$ cat src/shared/fcs_pkg.sv
// Constants, command codes and types of the flash command sequencer host
package fcs_pkg;

  localparam int ADDR_W = 17;
  localparam int DATA_W = 16;

  // Clock and pin timing
  localparam int CLK_PERIOD_NS = 50;
  localparam int STROBE_NS = 70;
  localparam int RECOVER_NS = 100;
  localparam logic [3:0] STROBE_CYC = 4'((STROBE_NS + CLK_PERIOD_NS - 1) / CLK_PERIOD_NS);
  localparam logic [3:0] RECOVER_CYC = 4'((RECOVER_NS + CLK_PERIOD_NS - 1) / CLK_PERIOD_NS);

  // Waits after a command sequence, least times, rounded up
  localparam int PROG_WAIT_US = 50;
  localparam int ID_WAIT_US = 10;
  localparam int ERASE_WAIT_MS = 200;
  localparam int PROG_WAIT_CYC = (PROG_WAIT_US * 1000 + CLK_PERIOD_NS - 1) / CLK_PERIOD_NS;
  localparam int ID_WAIT_CYC = (ID_WAIT_US * 1000 + CLK_PERIOD_NS - 1) / CLK_PERIOD_NS;
  localparam int ERASE_WAIT_CYC = (ERASE_WAIT_MS * 1000000 + CLK_PERIOD_NS - 1) / CLK_PERIOD_NS;

  // Command addresses and data bytes; only the low byte carries the command
  localparam logic [ADDR_W-1:0] CMD_ADDR_A = 17'h05555;
  localparam logic [ADDR_W-1:0] CMD_ADDR_B = 17'h02AAA;
  localparam logic [DATA_W-1:0] CMD_UNLOCK1 = 16'h00AA;
  localparam logic [DATA_W-1:0] CMD_UNLOCK2 = 16'h0055;
  localparam logic [DATA_W-1:0] CMD_ERASE_SETUP = 16'h0080;
  localparam logic [DATA_W-1:0] CMD_CHIP_ERASE = 16'h0010;
  localparam logic [DATA_W-1:0] CMD_SECTOR_ERASE = 16'h0030;
  localparam logic [DATA_W-1:0] CMD_LOCKOUT_SET = 16'h0040;
  localparam logic [DATA_W-1:0] CMD_PROGRAM = 16'h00A0;
  localparam logic [DATA_W-1:0] CMD_ID_ENTRY = 16'h0090;
  localparam logic [DATA_W-1:0] CMD_ID_EXIT = 16'h00F0;

  // Sector select addresses: parameter blocks and main (plus boot when unlocked)
  localparam logic [ADDR_W-1:0] SECTOR_PARAM1 = 17'h03000;
  localparam logic [ADDR_W-1:0] SECTOR_PARAM2 = 17'h05000;
  localparam logic [ADDR_W-1:0] SECTOR_MAIN = 17'h1F000;
  localparam logic [ADDR_W-1:0] ID_LOCKOUT_ADDR = 17'h00002;

  // Number of writes per sequence, minus one
  localparam logic [2:0] LAST_SIX = 3'h5;
  localparam logic [2:0] LAST_FOUR = 3'h3;
  localparam logic [2:0] LAST_THREE = 3'h2;
  localparam logic [2:0] LAST_ONE = 3'h0;

  typedef enum logic [3:0] {
    FCS_OP_READ,
    FCS_OP_HW_ID,
    FCS_OP_PROGRAM,
    FCS_OP_CHIP_ERASE,
    FCS_OP_SECTOR_ERASE,
    FCS_OP_LOCKOUT_SET,
    FCS_OP_ID_ENTRY,
    FCS_OP_ID_EXIT3,
    FCS_OP_ID_EXIT1
  } fcs_op_t;

endpackage

$ cat src/verilog/fcs_bus_cycle.sv
// One asynchronous flash bus cycle, read or write, with registered pins
`timescale 1ns/1ps
module fcs_bus_cycle (
  input wire logic clk,
  input wire logic resetn,
  input wire logic start,
  input wire logic wr,
  input wire logic [fcs_pkg::ADDR_W-1:0] addr_in,
  input wire logic [fcs_pkg::DATA_W-1:0] wdata,
  output logic done,
  output logic [fcs_pkg::DATA_W-1:0] rdata,
  output logic ce_n,
  output logic oe_n,
  output logic we_n,
  output logic [fcs_pkg::ADDR_W-1:0] addr,
  output logic [fcs_pkg::DATA_W-1:0] dq_out,
  output logic dq_oe,
  input wire logic [fcs_pkg::DATA_W-1:0] dq_in
);
  import fcs_pkg::*;

  typedef enum logic [1:0] {BC_IDLE, BC_SETUP, BC_STROBE, BC_RECOVER} fcs_bc_state_t;

  fcs_bc_state_t state_reg, state_next;
  logic [3:0] cnt_reg, cnt_next;
  logic wr_reg, wr_next;
  logic done_reg, done_next;
  logic [DATA_W-1:0] rdata_reg, rdata_next;
  logic ce_n_reg, ce_n_next;
  logic oe_n_reg, oe_n_next;
  logic we_n_reg, we_n_next;
  logic [ADDR_W-1:0] addr_reg, addr_next;
  logic [DATA_W-1:0] dq_reg, dq_next;
  logic dq_oe_reg, dq_oe_next;

  always_comb begin
    state_next = state_reg;
    cnt_next = cnt_reg;
    wr_next = wr_reg;
    done_next = 1'b0;
    rdata_next = rdata_reg;
    ce_n_next = ce_n_reg;
    oe_n_next = oe_n_reg;
    we_n_next = we_n_reg;
    addr_next = addr_reg;
    dq_next = dq_reg;
    dq_oe_next = dq_oe_reg;
    unique case (state_reg)
      BC_IDLE: begin
        if (start) begin
          wr_next = wr;
          addr_next = addr_in;
          dq_next = wdata;
          dq_oe_next = wr;
          ce_n_next = 1'b0;
          state_next = BC_SETUP;
        end
      end
      BC_SETUP: begin
        // Reads drive the strobe only with write enable high
        we_n_next = !wr_reg;
        oe_n_next = wr_reg;
        cnt_next = STROBE_CYC;
        state_next = BC_STROBE;
      end
      BC_STROBE: begin
        if (cnt_reg == 4'h1) begin
          if (!wr_reg) begin
            rdata_next = dq_in;
          end
          we_n_next = 1'b1;
          oe_n_next = 1'b1;
          cnt_next = RECOVER_CYC;
          state_next = BC_RECOVER;
        end else begin
          cnt_next = cnt_reg - 4'h1;
        end
      end
      BC_RECOVER: begin
        // Data and address held through the rising strobe edge, then data released; address kept
        ce_n_next = 1'b1;
        dq_oe_next = 1'b0;
        if (cnt_reg == 4'h1) begin
          done_next = 1'b1;
          state_next = BC_IDLE;
        end else begin
          cnt_next = cnt_reg - 4'h1;
        end
      end
    endcase
  end

  always_ff @(posedge clk or negedge resetn) begin
    if (!resetn) begin
      state_reg <= BC_IDLE;
      cnt_reg <= 4'h0;
      wr_reg <= 1'b0;
      done_reg <= 1'b0;
      rdata_reg <= 16'h0000;
      ce_n_reg <= 1'b1;
      oe_n_reg <= 1'b1;
      we_n_reg <= 1'b1;
      addr_reg <= 17'h00000;
      dq_reg <= 16'h0000;
      dq_oe_reg <= 1'b0;
    end else begin
      state_reg <= state_next;
      cnt_reg <= cnt_next;
      wr_reg <= wr_next;
      done_reg <= done_next;
      rdata_reg <= rdata_next;
      ce_n_reg <= ce_n_next;
      oe_n_reg <= oe_n_next;
      we_n_reg <= we_n_next;
      addr_reg <= addr_next;
      dq_reg <= dq_next;
      dq_oe_reg <= dq_oe_next;
    end
  end

  assign done = done_reg;
  assign rdata = rdata_reg;
  assign ce_n = ce_n_reg;
  assign oe_n = oe_n_reg;
  assign we_n = we_n_reg;
  assign addr = addr_reg;
  assign dq_out = dq_reg;
  assign dq_oe = dq_oe_reg;

endmodule

$ cat src/verilog/fcs_host.sv
// Host-side command sequencer that drives an asynchronous 128K x 16 flash
// How it works
// - Chip erase is six writes ending 10 to 5555, then 200 ms wait.
// - Sector erase is the erase prefix plus 30 to an address in the sector.
// - Word program is AA, 55, A0 then data word at target address.
// - After the fourth program write the host waits 50 us.
// - No read cycle is issued between first and fourth program write.
// - Lockout set is the erase prefix plus 40 to 5555, then 200 ms.
// - After a sector erase the host pauses 200 ms.
// - Id entry is AA, 55, 90, then 10 us before reading.
`timescale 1ns/1ps
module fcs_host #(
  parameter int ERASE_WAIT = fcs_pkg::ERASE_WAIT_CYC
) (
  input wire logic clk,
  input wire logic resetn,
  input wire logic cmd_valid,
  output logic cmd_ready,
  input wire fcs_pkg::fcs_op_t cmd_op,
  input wire logic [fcs_pkg::ADDR_W-1:0] cmd_addr,
  input wire logic [fcs_pkg::DATA_W-1:0] cmd_data,
  output logic rsp_valid,
  output logic [fcs_pkg::DATA_W-1:0] rsp_data,
  output logic flash_ce_n,
  output logic flash_oe_n,
  output logic flash_we_n,
  output logic flash_reset_n,
  output logic id_voltage_enable,
  output logic [fcs_pkg::ADDR_W-1:0] flash_addr,
  output logic [fcs_pkg::DATA_W-1:0] flash_dq_out,
  output logic flash_dq_oe,
  input wire logic [fcs_pkg::DATA_W-1:0] flash_dq_in
);
  import fcs_pkg::*;

  typedef enum logic [2:0] {SQ_IDLE, SQ_ISSUE, SQ_BUSY, SQ_WAIT} fcs_sq_state_t;

  fcs_sq_state_t state_reg, state_next;
  fcs_op_t op_reg, op_next;
  logic [ADDR_W-1:0] uaddr_reg, uaddr_next;
  logic [DATA_W-1:0] udata_reg, udata_next;
  logic [2:0] idx_reg, idx_next;
  logic [31:0] wait_reg, wait_next;
  logic ready_reg, ready_next;
  logic rsp_valid_reg, rsp_valid_next;
  logic [DATA_W-1:0] rsp_data_reg, rsp_data_next;
  logic hv_reg, hv_next;
  logic rst_pin_reg, rst_pin_next;
  logic bc_start_reg, bc_start_next;
  logic bc_wr_reg, bc_wr_next;
  logic [ADDR_W-1:0] bc_addr_reg, bc_addr_next;
  logic [DATA_W-1:0] bc_data_reg, bc_data_next;
  logic bc_done;
  logic [DATA_W-1:0] bc_rdata;

  function automatic logic is_read(input fcs_op_t op);
    return (op == FCS_OP_READ) || (op == FCS_OP_HW_ID);
  endfunction

  function automatic logic [2:0] last_step(input fcs_op_t op);
    unique case (op)
      FCS_OP_PROGRAM: return LAST_FOUR;
      FCS_OP_CHIP_ERASE, FCS_OP_SECTOR_ERASE, FCS_OP_LOCKOUT_SET: return LAST_SIX;
      FCS_OP_ID_ENTRY, FCS_OP_ID_EXIT3: return LAST_THREE;
      default: return LAST_ONE;
    endcase
  endfunction

  // Address of write number idx; the unlock prefix is shared by all sequences except FCS_OP_ID_EXIT1
  function automatic logic [ADDR_W-1:0] step_addr(input fcs_op_t op, input logic [2:0] idx,
                                                  input logic [ADDR_W-1:0] ua);
    if (op == FCS_OP_ID_EXIT1) begin
      return ua;
    end
    if (idx == last_step(op)) begin
      if (op == FCS_OP_PROGRAM || op == FCS_OP_SECTOR_ERASE) begin
        return ua;
      end
      return CMD_ADDR_A;
    end
    if (idx == 3'h1 || idx == 3'h4) begin
      return CMD_ADDR_B;
    end
    return CMD_ADDR_A;
  endfunction

  function automatic logic [DATA_W-1:0] step_data(input fcs_op_t op, input logic [2:0] idx,
                                                  input logic [DATA_W-1:0] ud);
    if (idx == last_step(op)) begin
      unique case (op)
        FCS_OP_PROGRAM: return ud;
        FCS_OP_CHIP_ERASE: return CMD_CHIP_ERASE;
        FCS_OP_SECTOR_ERASE: return CMD_SECTOR_ERASE;
        FCS_OP_LOCKOUT_SET: return CMD_LOCKOUT_SET;
        FCS_OP_ID_ENTRY: return CMD_ID_ENTRY;
        default: return CMD_ID_EXIT;
      endcase
    end
    // Upper byte always zero on command writes
    unique case (idx)
      3'h0, 3'h3: return CMD_UNLOCK1;
      3'h1, 3'h4: return CMD_UNLOCK2;
      default: return (op == FCS_OP_PROGRAM) ? CMD_PROGRAM : CMD_ERASE_SETUP;
    endcase
  endfunction

  function automatic logic [31:0] wait_of(input fcs_op_t op);
    unique case (op)
      FCS_OP_PROGRAM: return 32'(PROG_WAIT_CYC);
      FCS_OP_CHIP_ERASE, FCS_OP_SECTOR_ERASE, FCS_OP_LOCKOUT_SET:
        return 32'(ERASE_WAIT);
      default: return 32'(ID_WAIT_CYC);
    endcase
  endfunction

  always_comb begin
    state_next = state_reg;
    op_next = op_reg;
    uaddr_next = uaddr_reg;
    udata_next = udata_reg;
    idx_next = idx_reg;
    wait_next = wait_reg;
    ready_next = ready_reg;
    rsp_valid_next = 1'b0;
    rsp_data_next = rsp_data_reg;
    hv_next = hv_reg;
    rst_pin_next = 1'b1;
    bc_start_next = 1'b0;
    bc_wr_next = bc_wr_reg;
    bc_addr_next = bc_addr_reg;
    bc_data_next = bc_data_reg;
    unique case (state_reg)
      SQ_IDLE: begin
        // Ready rises on the same edge that releases the flash reset pin
        if (!rst_pin_reg) begin
          ready_next = 1'b1;
        end
        if (cmd_valid && ready_reg) begin
          op_next = cmd_op;
          uaddr_next = cmd_addr;
          udata_next = cmd_data;
          idx_next = 3'h0;
          ready_next = 1'b0;
          hv_next = (cmd_op == FCS_OP_HW_ID);
          state_next = SQ_ISSUE;
        end
      end
      SQ_ISSUE: begin
        bc_start_next = 1'b1;
        if (is_read(op_reg)) begin
          bc_wr_next = 1'b0;
          // Hardware id keeps every address bit low except bit zero
          bc_addr_next = (op_reg == FCS_OP_HW_ID) ? {{(ADDR_W-1){1'b0}}, uaddr_reg[0]} : uaddr_reg;
          bc_data_next = 16'h0000;
        end else begin
          bc_wr_next = 1'b1;
          bc_addr_next = step_addr(op_reg, idx_reg, uaddr_reg);
          bc_data_next = step_data(op_reg, idx_reg, udata_reg);
        end
        state_next = SQ_BUSY;
      end
      SQ_BUSY: begin
        if (bc_done) begin
          if (is_read(op_reg)) begin
            rsp_data_next = bc_rdata;
            rsp_valid_next = 1'b1;
            hv_next = 1'b0;
            ready_next = 1'b1;
            state_next = SQ_IDLE;
          end else if (idx_reg == last_step(op_reg)) begin
            wait_next = wait_of(op_reg);
            state_next = SQ_WAIT;
          end else begin
            // Writes follow back to back; no read slips
            idx_next = idx_reg + 3'h1;
            state_next = SQ_ISSUE;
          end
        end
      end
      SQ_WAIT: begin
        // Bus stays idle until the device has finished
        if (wait_reg <= 32'h00000001) begin
          rsp_valid_next = 1'b1;
          ready_next = 1'b1;
          state_next = SQ_IDLE;
        end else begin
          wait_next = wait_reg - 32'h00000001;
        end
      end
      default: state_next = SQ_IDLE;
    endcase
  end

  always_ff @(posedge clk or negedge resetn) begin
    if (!resetn) begin
      state_reg <= SQ_IDLE;
      op_reg <= FCS_OP_READ;
      uaddr_reg <= 17'h00000;
      udata_reg <= 16'h0000;
      idx_reg <= 3'h0;
      wait_reg <= 32'h00000000;
      ready_reg <= 1'b0;
      rsp_valid_reg <= 1'b0;
      rsp_data_reg <= 16'h0000;
      hv_reg <= 1'b0;
      rst_pin_reg <= 1'b0;
      bc_start_reg <= 1'b0;
      bc_wr_reg <= 1'b0;
      bc_addr_reg <= 17'h00000;
      bc_data_reg <= 16'h0000;
    end else begin
      state_reg <= state_next;
      op_reg <= op_next;
      uaddr_reg <= uaddr_next;
      udata_reg <= udata_next;
      idx_reg <= idx_next;
      wait_reg <= wait_next;
      ready_reg <= ready_next;
      rsp_valid_reg <= rsp_valid_next;
      rsp_data_reg <= rsp_data_next;
      hv_reg <= hv_next;
      rst_pin_reg <= rst_pin_next;
      bc_start_reg <= bc_start_next;
      bc_wr_reg <= bc_wr_next;
      bc_addr_reg <= bc_addr_next;
      bc_data_reg <= bc_data_next;
    end
  end

  fcs_bus_cycle u_cycle (
    .clk(clk),
    .resetn(resetn),
    .start(bc_start_reg),
    .wr(bc_wr_reg),
    .addr_in(bc_addr_reg),
    .wdata(bc_data_reg),
    .done(bc_done),
    .rdata(bc_rdata),
    .ce_n(flash_ce_n),
    .oe_n(flash_oe_n),
    .we_n(flash_we_n),
    .addr(flash_addr),
    .dq_out(flash_dq_out),
    .dq_oe(flash_dq_oe),
    .dq_in(flash_dq_in)
  );

  assign cmd_ready = ready_reg;
  assign rsp_valid = rsp_valid_reg;
  assign rsp_data = rsp_data_reg;
  assign id_voltage_enable = hv_reg;
  assign flash_reset_n = rst_pin_reg;

endmodule

$ cat config.mk
export PLATFORM = sky130hd
export DESIGN_NAME = fcs_host
export DESIGN_NICKNAME = d
export VERILOG_FILES = /design/src/shared/fcs_pkg.sv /design/src/verilog/fcs_bus_cycle.sv /design/src/verilog/fcs_host.sv
export SDC_FILE = /design/constraint.sdc
export NUM_CORES = 1
export LEC_CHECK = 0
export BUFFER_PORTS_ARGS = -buffer_cell sky130_fd_sc_hd__buf_2
export CAP_MARGIN = 30
export CORE_ASPECT_RATIO = 2
export CORE_MARGIN = 8
export CORE_UTILIZATION = 25
export CTS_BUF_LIST = sky130_fd_sc_hd__clkbuf_2
export CTS_CLUSTER_SIZE = 25
export DETAILED_ROUTE_END_ITERATION = 10
export PLACE_DENSITY = 0.45
export SYNTH_ARGS = -nofsm -noshare
export SYNTH_HDL_FRONTEND = slang
export SYNTH_SLANG_ARGS = --single-unit
export TNS_END_PERCENT = 50
$ cat constraint.sdc
create_clock -name clk -period 2.6 [get_ports clk]
set_input_delay 0 -clock clk [delete_from_list [all_inputs] [get_ports clk]]
set_output_delay 0 -clock clk [all_outputs]
set_load 0.01 [all_outputs]
==> impl_metrics.env, run 1 <==
export IMPL_ys_flop_type="dfrtp_1"
export IMPL_met1Wirelength_mm=9.28
export IMPL_largest_reg_flops=32
export IMPL_finish_utilization=0.341
export IMPL_route_detailed_drc=0
export IMPL_ys_seq_area_frac=0.549
export IMPL_fin_skew_ns=0.0265
export IMPL_met3WireLength_um=585
export IMPL_clkSlewWorstSetupHoldPaths_ns=0.27
export IMPL_leakage_nw=5.29
export IMPL_dieArea_mm2=0.0412
export IMPL_end_kind="flip-flop"
export IMPL_synthArstFlopShare=1.00
export IMPL_place_hpwl_mm=19.0
export IMPL_clockBufferDepth=2
export IMPL_core_mm2=0.0342
export IMPL_vias=6945
export IMPL_syn_area_per_cell_um2=11.8
export IMPL_final_nets=1094
export IMPL_critPathMaxStageDelay_ns=0.50
export IMPL_cts_sinks=190
export IMPL_grt_pass1_wl_mm=41.5
export IMPL_crit_arrival_ns=3.23
export IMPL_relSlewSlack=0.609
export IMPL_pwr_share_clk=0.114
export IMPL_setup_violations=0
export IMPL_path_cells="nor4_2, nand4_1, buf_4, or4_1, or3_1, a21oi_1"
export IMPL_cts_tree="done"
export IMPL_clock_latency_ns=0.81
export IMPL_fin_tns_setup_ns=0
export IMPL_postCtsSetupBuffers=0
export IMPL_highest_layer="met4"
export IMPL_dr_wl_met2_mm=15.3
export IMPL_place_area_mm2=0.0101
export IMPL_multi_input_area_mm2=0.00375
export IMPL_power_frac_seq=0.429
export IMPL_area_delta_synth_final_pct=34.9
export IMPL_grt_use_total=0.130
export IMPL_switching_share=0.396
export IMPL_ctsHtreeMaxLevel=4
export IMPL_crit_slowest_cell="or4_1"
export IMPL_drv_slew=0
export IMPL_fin_crit_sh=0.955
export IMPL_grt_max_degree=68
export IMPL_gp_congestion=0.846
export IMPL_worstMarginPinSlew_ns=0.580
export IMPL_num_fill_cells=3515
export IMPL_die_w_um=148
export IMPL_ys_types=68
export IMPL_switchingPower_mw=4.50
export IMPL_hp_class="in -> reg"
export IMPL_synth_edf_count=0
export IMPL_port_buffers=112
export IMPL_drtIter0Drc=304
export IMPL_hold_violations=0
export IMPL_critPathBufInv=1
export IMPL_rows=96
export IMPL_ant_nets=0
export IMPL_drt_pre_antenna_iters=5
export IMPL_route_detailed_wl_per_inst_um=17.7
export IMPL_yosysWarnings=0
export IMPL_grt_pass1_vias=7495
export IMPL_synth_nets=809
export IMPL_cp_required_ns=3.34
export IMPL_synth_seq_cells=190
export IMPL_cp_max_fo=6
export IMPL_io_pins=113
export IMPL_drive_above_1_share=0.319
export IMPL_cts_buffers=17
export IMPL_start_util=0.253
export IMPL_cp_top_family="simple AND/OR/NAND/NOR gates"
export IMPL_p_int_mw=6.85
export IMPL_status="complete, no violations"
export IMPL_drv_cap=0
export IMPL_max_freq_mhz=403
export IMPL_rsz0062_at_grt="no"
export IMPL_layout_min_cycle_time_ns=2.48
export IMPL_synth_cells=737
export IMPL_drt_total_wl_mm=26.2
export IMPL_power_density_mw_per_mm2=971
export IMPL_cts_root_buffer="clkbuf_2"
export IMPL_grt_ovfl_total=0
export IMPL_share_comb_of_total_power=0.458
export IMPL_routed_via_density=4.70
export IMPL_path_class="reg -> reg"
export IMPL_start_kind="flip-flop"
export IMPL_syn_cell_area_mm2=0.00866
export IMPL_fin_area_mm2=0.0117
export IMPL_antenna_found_initial=1
export IMPL_die_h_um=279
export IMPL_vdd_drop_max_mv=0.509
export IMPL_final_seq_area_mm2=0.00476
## routing by layer
metal	GRT usage	up-vias
met4	0.0754	0
met5	0	-
li1	-	3292
met3	0.0217	52
met1	0.121	3475
met2	0.258	126
## final cells by class
class	count	area share
antenna	1	0.000214
clock buffer	20	0.00857
clock inverter	12	0.00621
inverter	22	0.00707
multi-input combinational	491	0.321
sequential	190	0.407
tap	441	0.0472
timing repair buffer	300	0.203
## worst min-delay path, stage by stage
cell and delay, ns:
dlygate4sd3_1 0.55, buf_2 0.13, or4b_2 0.19, o31ai_1 0.06
## final timing paths
| check | startpoint | to | slack [ns] | depth (start not counted) |
|---|---|---|---|---|
| hold / removal | cmd_op[0] | id_voltage_enable | 0.12 | 4 |
| setup reg to reg | wait_reg[18] | wait_reg[22] | 0.12 | 6 |
| hold reg to reg | uaddr_reg[13] | bc_addr_reg[13] | 0.52 | 2 |
| setup / recovery | wait_reg[18] | wait_reg[22] | 0.12 | 6 |
| max in group asynchronous | resetn | udata_reg[2] | 1.89 | 4 |
| min in group asynchronous | resetn | u_cycle.ce_n | 0.31 | 3 |
## cells in the mapped netlist (2+ instances only)
master | n | area share
nor3_1 | 16 | 0.0092
o32a_1 | 2 | 0.0023
a221o_1 | 10 | 0.012
and3_1 | 6 | 0.0043
and2_1 | 3 | 0.0022
a22o_1 | 15 | 0.015
a21o_1 | 4 | 0.0035
o2bb2ai_1 | 6 | 0.0061
a311oi_1 | 8 | 0.0081
buf_2 | 5 | 0.0029
mux2_2 | 106 | 0.14
a211oi_1 | 3 | 0.0026
nor3_4 | 2 | 0.0038
nor4_4 | 2 | 0.0049
ha_1 | 16 | 0.023
dfrtp_1 | 187 | 0.54
nand2_1 | 58 | 0.025
nand2b_1 | 5 | 0.0036
inv_1 | 21 | 0.0091
dfstp_2 | 3 | 0.0091
a211o_1 | 3 | 0.0030
or4_1 | 6 | 0.0052
nand3_1 | 23 | 0.013
o31ai_1 | 8 | 0.0069
nor2b_1 | 4 | 0.0029
a32o_1 | 2 | 0.0023
xnor2_1 | 2 | 0.0020
o22ai_1 | 2 | 0.0014
nand3b_1 | 2 | 0.0017
nand4b_1 | 4 | 0.0040
or3_1 | 19 | 0.014
a21oi_1 | 29 | 0.017
clkbuf_1 | 26 | 0.011
nor4_1 | 6 | 0.0043
mux2i_1 | 8 | 0.0092
nand4_1 | 6 | 0.0043
o41ai_1 | 2 | 0.0020
nor2_1 | 36 | 0.016
or2_2 | 4 | 0.0029
o21ai_0 | 29 | 0.017
a31oi_1 | 9 | 0.0065
nor3b_1 | 2 | 0.0017
a2111oi_1 | 2 | 0.0023
## repair_timing
item / in CTS / in global routing
resized for setup: 0 / 10
hold buffers: 134 / 0
setup endpoints to repair: 0 / 51
hold endpoints to repair: 250 / 0
## stage by stage
stage,total power [mW],setup slack (ns),instances,hold slack [ns]
after floorplan,7.82,0.331,737,-0.296
after global placement,9.61,0.158,1310,0.0488
after detailed placement,9.69,0.122,1310,0.0524
after CTS,11.5,0.0128,1476,0.0216
after global routing,12.2,0.00135,1477,0.0449
final,11.3,0.118,1477,0.123
## cells by family after synthesis
family / Yosys count / synth area share
simple gates: 210 / 0.129
fa+ha+maj: 16 / 0.0231
compound gates: 147 / 0.122
buf+inv: 56 / 0.0256
other cells: 1 / 0.000433
flops: 190 / 0.549
mux: 114 / 0.147
xor+xnor: 3 / 0.00303
## power by group through the flow
stage	Sequential [mW]	Clock, mW	Combinational [mW]
floorplan	4.78	0	3.04
global placement	4.92	0	4.70
detailed placement	4.94	0	4.76
CTS	4.87	1.40	5.21
global route	5.02	1.50	5.72
finish	4.86	1.29	5.19
## cell usage in the layout, fill, tap and decap left out, drive strengths merged, types with 6 or more instances in the layout
cell and count:
o2bb2ai 6, mux2 106, nor3 18, mux2i 8
a311oi 8, nand2 58, or3 20, o31ai 8
dlygate4sd3 133, nand3 23, and3 6, clkinv 10
a21oi 29, a22o 15, inv 22, nor2 36
a221o 10, o21ai 29, ha 16, or4 8
buf 166, clkbuf 21, nand4 6, dfrtp 187
nor4 9, a31oi 9
No activity file was read; power rests on OpenSTA's default activity.
==> run 2, diff against run 1 <==
CAP_MARGIN = 40   (was 30)
CORE_UTILIZATION = 45   (was 25)
PLACE_DENSITY = 0.69   (was 0.45)
clock period = 3.05 ns   (was 2.6 ns; I/O delays follow)
==> run 2 against run 1 <==
Compared with the run above:
- fmax down 10%
- worst hold slack better by 0.17 ns
- routed wire length down 14%
- final area down 3.1%
- largest cell class unchanged
- largest power group unchanged
==> impl_metrics.env, run 2 (synthesis results as in run 1) <==
export IMPL_crit_slowest_cell="dfrtp_1"
export IMPL_drive_above_1_share=0.296
export IMPL_drv_cap=0
export IMPL_grt_pass1_vias=7312
export IMPL_reg2reg_slack_ns=0.29
export IMPL_ant_nets=0
export IMPL_largest_reg_flops=32
export IMPL_finish_utilization=0.593
export IMPL_cp_startpoint="op_reg[1]"
export IMPL_layout_commonest_cell="dfrtp_1"
export IMPL_cp_required_ns=3.76
export IMPL_leakage_nw=5.18
export IMPL_cts_buffers=17
export IMPL_fin_ws_ns=0.288
export IMPL_vdd_drop_max_mv=0.507
export IMPL_die_w_um=114
export IMPL_end_kind="flip-flop"
export IMPL_postCtsSetupBuffers=0
export IMPL_critPathMaxStageDelay_ns=0.55
export IMPL_grt_pass1_wl_mm=37.2
export IMPL_worstRegToRegCells=7
export IMPL_grt_max_degree=95
export IMPL_start_kind="flip-flop"
export IMPL_fin_crit_sh=0.906
export IMPL_relSlewSlack=0.420
export IMPL_place_area_mm2=0.00967
export IMPL_final_cell_mix="186 x dfrtp_1, 139 x dlygate4sd3_1, 111 x buf_2"
export IMPL_fin_tns_setup_ns=0
export IMPL_routed_via_density=5.47
export IMPL_cts_tree="done"
export IMPL_rows=72
export IMPL_area_delta_synth_final_pct=30.7
export IMPL_hold_depth=6
export IMPL_antenna_found_initial=1
export IMPL_regToRegEndpoint="wait_reg[29]"
export IMPL_path_common_cell="buf_4"
export IMPL_clockBufferDepth=2
export IMPL_hp_class="in -> reg"
export IMPL_core_mm2=0.0191
export IMPL_fin_area_mm2=0.0113
export IMPL_grt_ovfl_total=0
export IMPL_start_util=0.453
export IMPL_clock_latency_ns=0.78
export IMPL_max_freq_mhz=362
export IMPL_fin_skew_ns=0.0407
export IMPL_place_ws_ns=0.282
export IMPL_final_cells=1271
export IMPL_layout_min_cycle_time_ns=2.76
export IMPL_power_density_mw_per_mm2=850
export IMPL_setup_violations=0
export IMPL_clkSlewWorstSetupHoldPaths_ns=0.29
export IMPL_dp_cells=1098
export IMPL_hold_worst_slack_ns=0.292
export IMPL_die_h_um=212
export IMPL_cts_sinks=190
export IMPL_ctsHtreeMaxLevel=4
export IMPL_drtIter0Drc=492
export IMPL_route_detailed_wl_per_inst_um=17.7
export IMPL_cp_top_family="compound AO/OA/AOI/OAI gates"
export IMPL_cts_root_buffer="clkbuf_2"
export IMPL_gp_congestion=0.846
export IMPL_crit_arrival_ns=3.47
export IMPL_critPathBufInv=2
export IMPL_timing_hold_worst_start="cmd_valid"
export IMPL_port_buffers=112
export IMPL_path_class="reg -> reg"
export IMPL_route_detailed_drc=0
export IMPL_worstMarginPinSlew_ns=0.870
export IMPL_vias=6958
export IMPL_io_pins=113
export IMPL_drv_slew=0
export IMPL_final_nets=1070
export IMPL_hold_end="idx_reg[0]"
export IMPL_cp_max_fo=15
export IMPL_rr_startpoint="op_reg[1]"
export IMPL_grt_use_total=0.192
export IMPL_path_cells="buf_4, a2111oi_1, a211o_1, a41oi_2, buf_4, or4_1, a21oi_1"
export IMPL_status="complete, no violations"
export IMPL_hold_violations=0
export IMPL_dieArea_mm2=0.0242
export IMPL_drt_total_wl_mm=22.5
export IMPL_drt_pre_antenna_iters=5
export IMPL_p_total_mw=9.62
export IMPL_rsz0062_at_grt="no"
export IMPL_place_hpwl_mm=13.9
run 2: where the power goes:
part,total [mW],switching (mW),internal (mW)
sequential,4.18,0.723,3.46
combinational,4.21,2.13,2.08
clock,1.23,0.920,0.311
total,9.62,3.77,5.85
run 2: worst max path at each step:
| stage | end | depth (start not counted) |
|---|---|---|
| final | wait_reg[29] | 7 |
| after global routing | wait_reg[29] | 7 |
| after CTS | wait_reg[8] | 7 |
| after detailed placement | wait_reg[8] | 7 |
| after global placement | wait_reg[29] | 7 |
| after floorplan | wait_reg[28] | 6 |
run 2: worst min-delay path, cell delays in order:
cell and delay (ns):
dlygate4sd3_1 0.54, buf_2 0.14, nand2_1 0.06, a21oi_1 0.16
nand3_1 0.10, nand3_1 0.07
run 2: timing repair:
item,in CTS,in global routing
endpoints found under the hold margin,250,0
gates resized for setup,0,2
endpoints found under the setup margin,0,3
hold buffers,140,0
run 2: layout make-up:
| cell class | count | area [µm²] |
|---|---|---|
| clock inverter | 15 | 140 |
| clock buffer | 17 | 85.1 |
| sequential | 190 | 4760 |
| multi-input combinational | 491 | 3700 |
| tap | 259 | 324 |
| antenna | 1 | 2.50 |
| fill | 1536 | 7770 |
| timing repair buffer | 276 | 2230 |
| inverter | 22 | 82.6 |
run 2: per-layer routing:
metal,vias to the layer above,part of all wire,global-route usage
li1,3239,-,-
met1,3469,0.42,0.232
met5,-,0,0
met3,33,0.058,0.0472
met2,217,0.51,0.326
met4,0,0.013,0.0629
==> run 3, diff against run 2 <==
CORE_MARGIN = 5   (was 8)
==> run 3 against run 2 <==
Compared with the run above:
- cell count is 1.8% lower
- clock-buffer cell count unchanged
- sequential share of layout area is 0.90 points higher
- total power shrank 2.6%
- final area down 2.1%
- clock power is essentially flat
- critical endpoint is now wait_reg[25]
- first-iteration DRC count is 42% lower
- highest routed layer unchanged
- die area is 7.9% lower
- critical path type unchanged
- via count shrank 1.3%
- sequential cell count is the same
- routed wire length rose by 2.4%
==> impl_metrics.env, run 3 (synthesis results as in run 1) <==
export IMPL_gp_congestion=0.872
export IMPL_clock_latency_ns=0.78
export IMPL_die_w_um=108
export IMPL_grt_ovfl_total=0
export IMPL_finish_utilization=0.586
export IMPL_grt_use_total=0.217
export IMPL_cts_buffers=17
export IMPL_ctsHtreeMaxLevel=4
export IMPL_fin_tns_setup_ns=0
export IMPL_drt_pre_antenna_iters=5
export IMPL_cts_sinks=190
export IMPL_crit_arrival_ns=3.44
export IMPL_critPathMaxStageDelay_ns=0.52
export IMPL_area_delta_synth_final_pct=28.0
export IMPL_rsz0062_at_grt="no"
export IMPL_path_cells="buf_4, a2111oi_1, a211o_1, a41oi_2, buf_8, buf_4, or3_1, a21oi_1"
export IMPL_io_pins=113
export IMPL_die_h_um=206
export IMPL_drt_total_wl_mm=23.1
export IMPL_clockBufferDepth=2
export IMPL_cts_root_buffer="clkbuf_2"
export IMPL_drv_cap=0
export IMPL_fin_skew_ns=0.0529
export IMPL_cp_max_fo=20
export IMPL_hp_class="in -> reg"
export IMPL_crit_slowest_cell="dfrtp_1"
export IMPL_relSlewSlack=0.440
export IMPL_end_kind="flip-flop"
export IMPL_drtIter0Drc=285
export IMPL_core_mm2=0.0189
export IMPL_dieArea_mm2=0.0223
export IMPL_place_hpwl_mm=15.4
export IMPL_grt_pass1_wl_mm=37.4
export IMPL_antenna_found_initial=2
export IMPL_leakage_nw=5.09
export IMPL_fin_ws_ns=0.333
export IMPL_final_cell_mix="187 x dfrtp_1, 111 x buf_2, 110 x dlygate4sd3_1"
export IMPL_routed_via_density=5.50
export IMPL_vias=6869
export IMPL_grt_pass1_vias=7407
export IMPL_clkSlewWorstSetupHoldPaths_ns=0.28
export IMPL_power_density_mw_per_mm2=846
export IMPL_setup_violations=0
export IMPL_path_class="reg -> reg"
export IMPL_port_buffers=112
export IMPL_route_detailed_drc=0
export IMPL_cp_required_ns=3.77
export IMPL_cts_tree="done"
export IMPL_drv_slew=0
export IMPL_fin_crit_sh=0.891
export IMPL_drive_above_1_share=0.309
export IMPL_layout_commonest_cell="dfrtp_1"
export IMPL_ant_nets=0
export IMPL_start_util=0.458
export IMPL_reg2reg_slack_ns=0.33
export IMPL_max_freq_mhz=368
export IMPL_start_kind="flip-flop"
export IMPL_path_common_cell="buf_4"
export IMPL_route_detailed_wl_per_inst_um=18.5
export IMPL_layout_min_cycle_time_ns=2.72
export IMPL_status="complete, no violations"
export IMPL_final_nets=1050
export IMPL_rows=71
export IMPL_largest_reg_flops=32
export IMPL_vdd_drop_max_mv=0.644
export IMPL_grt_max_degree=81
export IMPL_worstMarginPinSlew_ns=0.838
export IMPL_place_ws_ns=0.398
export IMPL_hold_violations=0
run 3: changes by cell type in the layout (fill, tap and decap cells not counted), sizes merged:
cell         before  now
buf             136  145
diode             1    2
clkinv            8    3
dlygate4sd3     139  110
inv              25   30
run 3: metal layers:
metal | GRT usage | vias up | wire length (µm) | share of wire
met1 | 0.225 | 3428 | 8180 | 0.35
met4 | 0.125 | 0 | 1160 | 0.050
li1 | - | 3208 | - | -
met3 | 0.0416 | 72 | 821 | 0.036
met2 | 0.398 | 161 | 12900 | 0.56
met5 | 0 | - | 0 | 0
run 3: what timing repair did:
| action | CTS | global route |
|---|---|---|
| hold buffers | 111 | 0 |
| hold endpoints to repair | 250 | 0 |
| resized for setup | 0 | 0 |
| buffers inserted | 0 | 0 |
run 3: worst max-delay path: cells and delay by family, from the launching register on:
family	cells	cell delay, ns
AOI/OAI and AO/OA	4	1.20
buffers and inverters	3	0.61
DFF	1	0.52
and+or+nand+nor	1	0.35
run 3: power breakdown:
part	switching, mW	leakage [nW]	internal (mW)
combinational	2.08	2.59	1.87
sequential	0.714	2.37	3.46
clock	0.932	0.136	0.324
total	3.73	5.09	5.65
run 3: cell type report:
class | instances | area (µm²)
tap | 255 | 319
timing repair buffer | 256 | 1990
clock inverter | 15 | 148
multi-input combinational | 491 | 3700
fill | 1539 | 7840
sequential | 190 | 4760
inverter | 22 | 82.6
clock buffer | 17 | 85.1
antenna | 2 | 5.00
run 3: worst paths after layout:
check / from / endpoint / cells past startpoint
worst max-delay path: op_reg[2] / wait_reg[25] / 8
worst min register to register: uaddr_reg[13] / bc_addr_reg[13] / 2
worst max register to register: op_reg[2] / wait_reg[25] / 8
max in group asynchronous: resetn / u_cycle.dq_out[2] / 4
min in group asynchronous: resetn / bc_data_reg[14] / 4
worst min-delay path: cmd_op[0] / id_voltage_enable / 4
run 3: metrics by stage:
stage	hold slack (ns)	power, mW	instance area, µm²	std cells
4_1_cts	0.0834	9.37	11100	1246
3_5_place_dp	0.0965	7.99	9720	1103
2_1_floorplan	-0.296	6.66	8660	737
5_1_grt	0.133	10.1	11100	1248
3_3_place_gp	0.0874	7.84	9680	1100
6_report	0.171	9.37	11100	1248
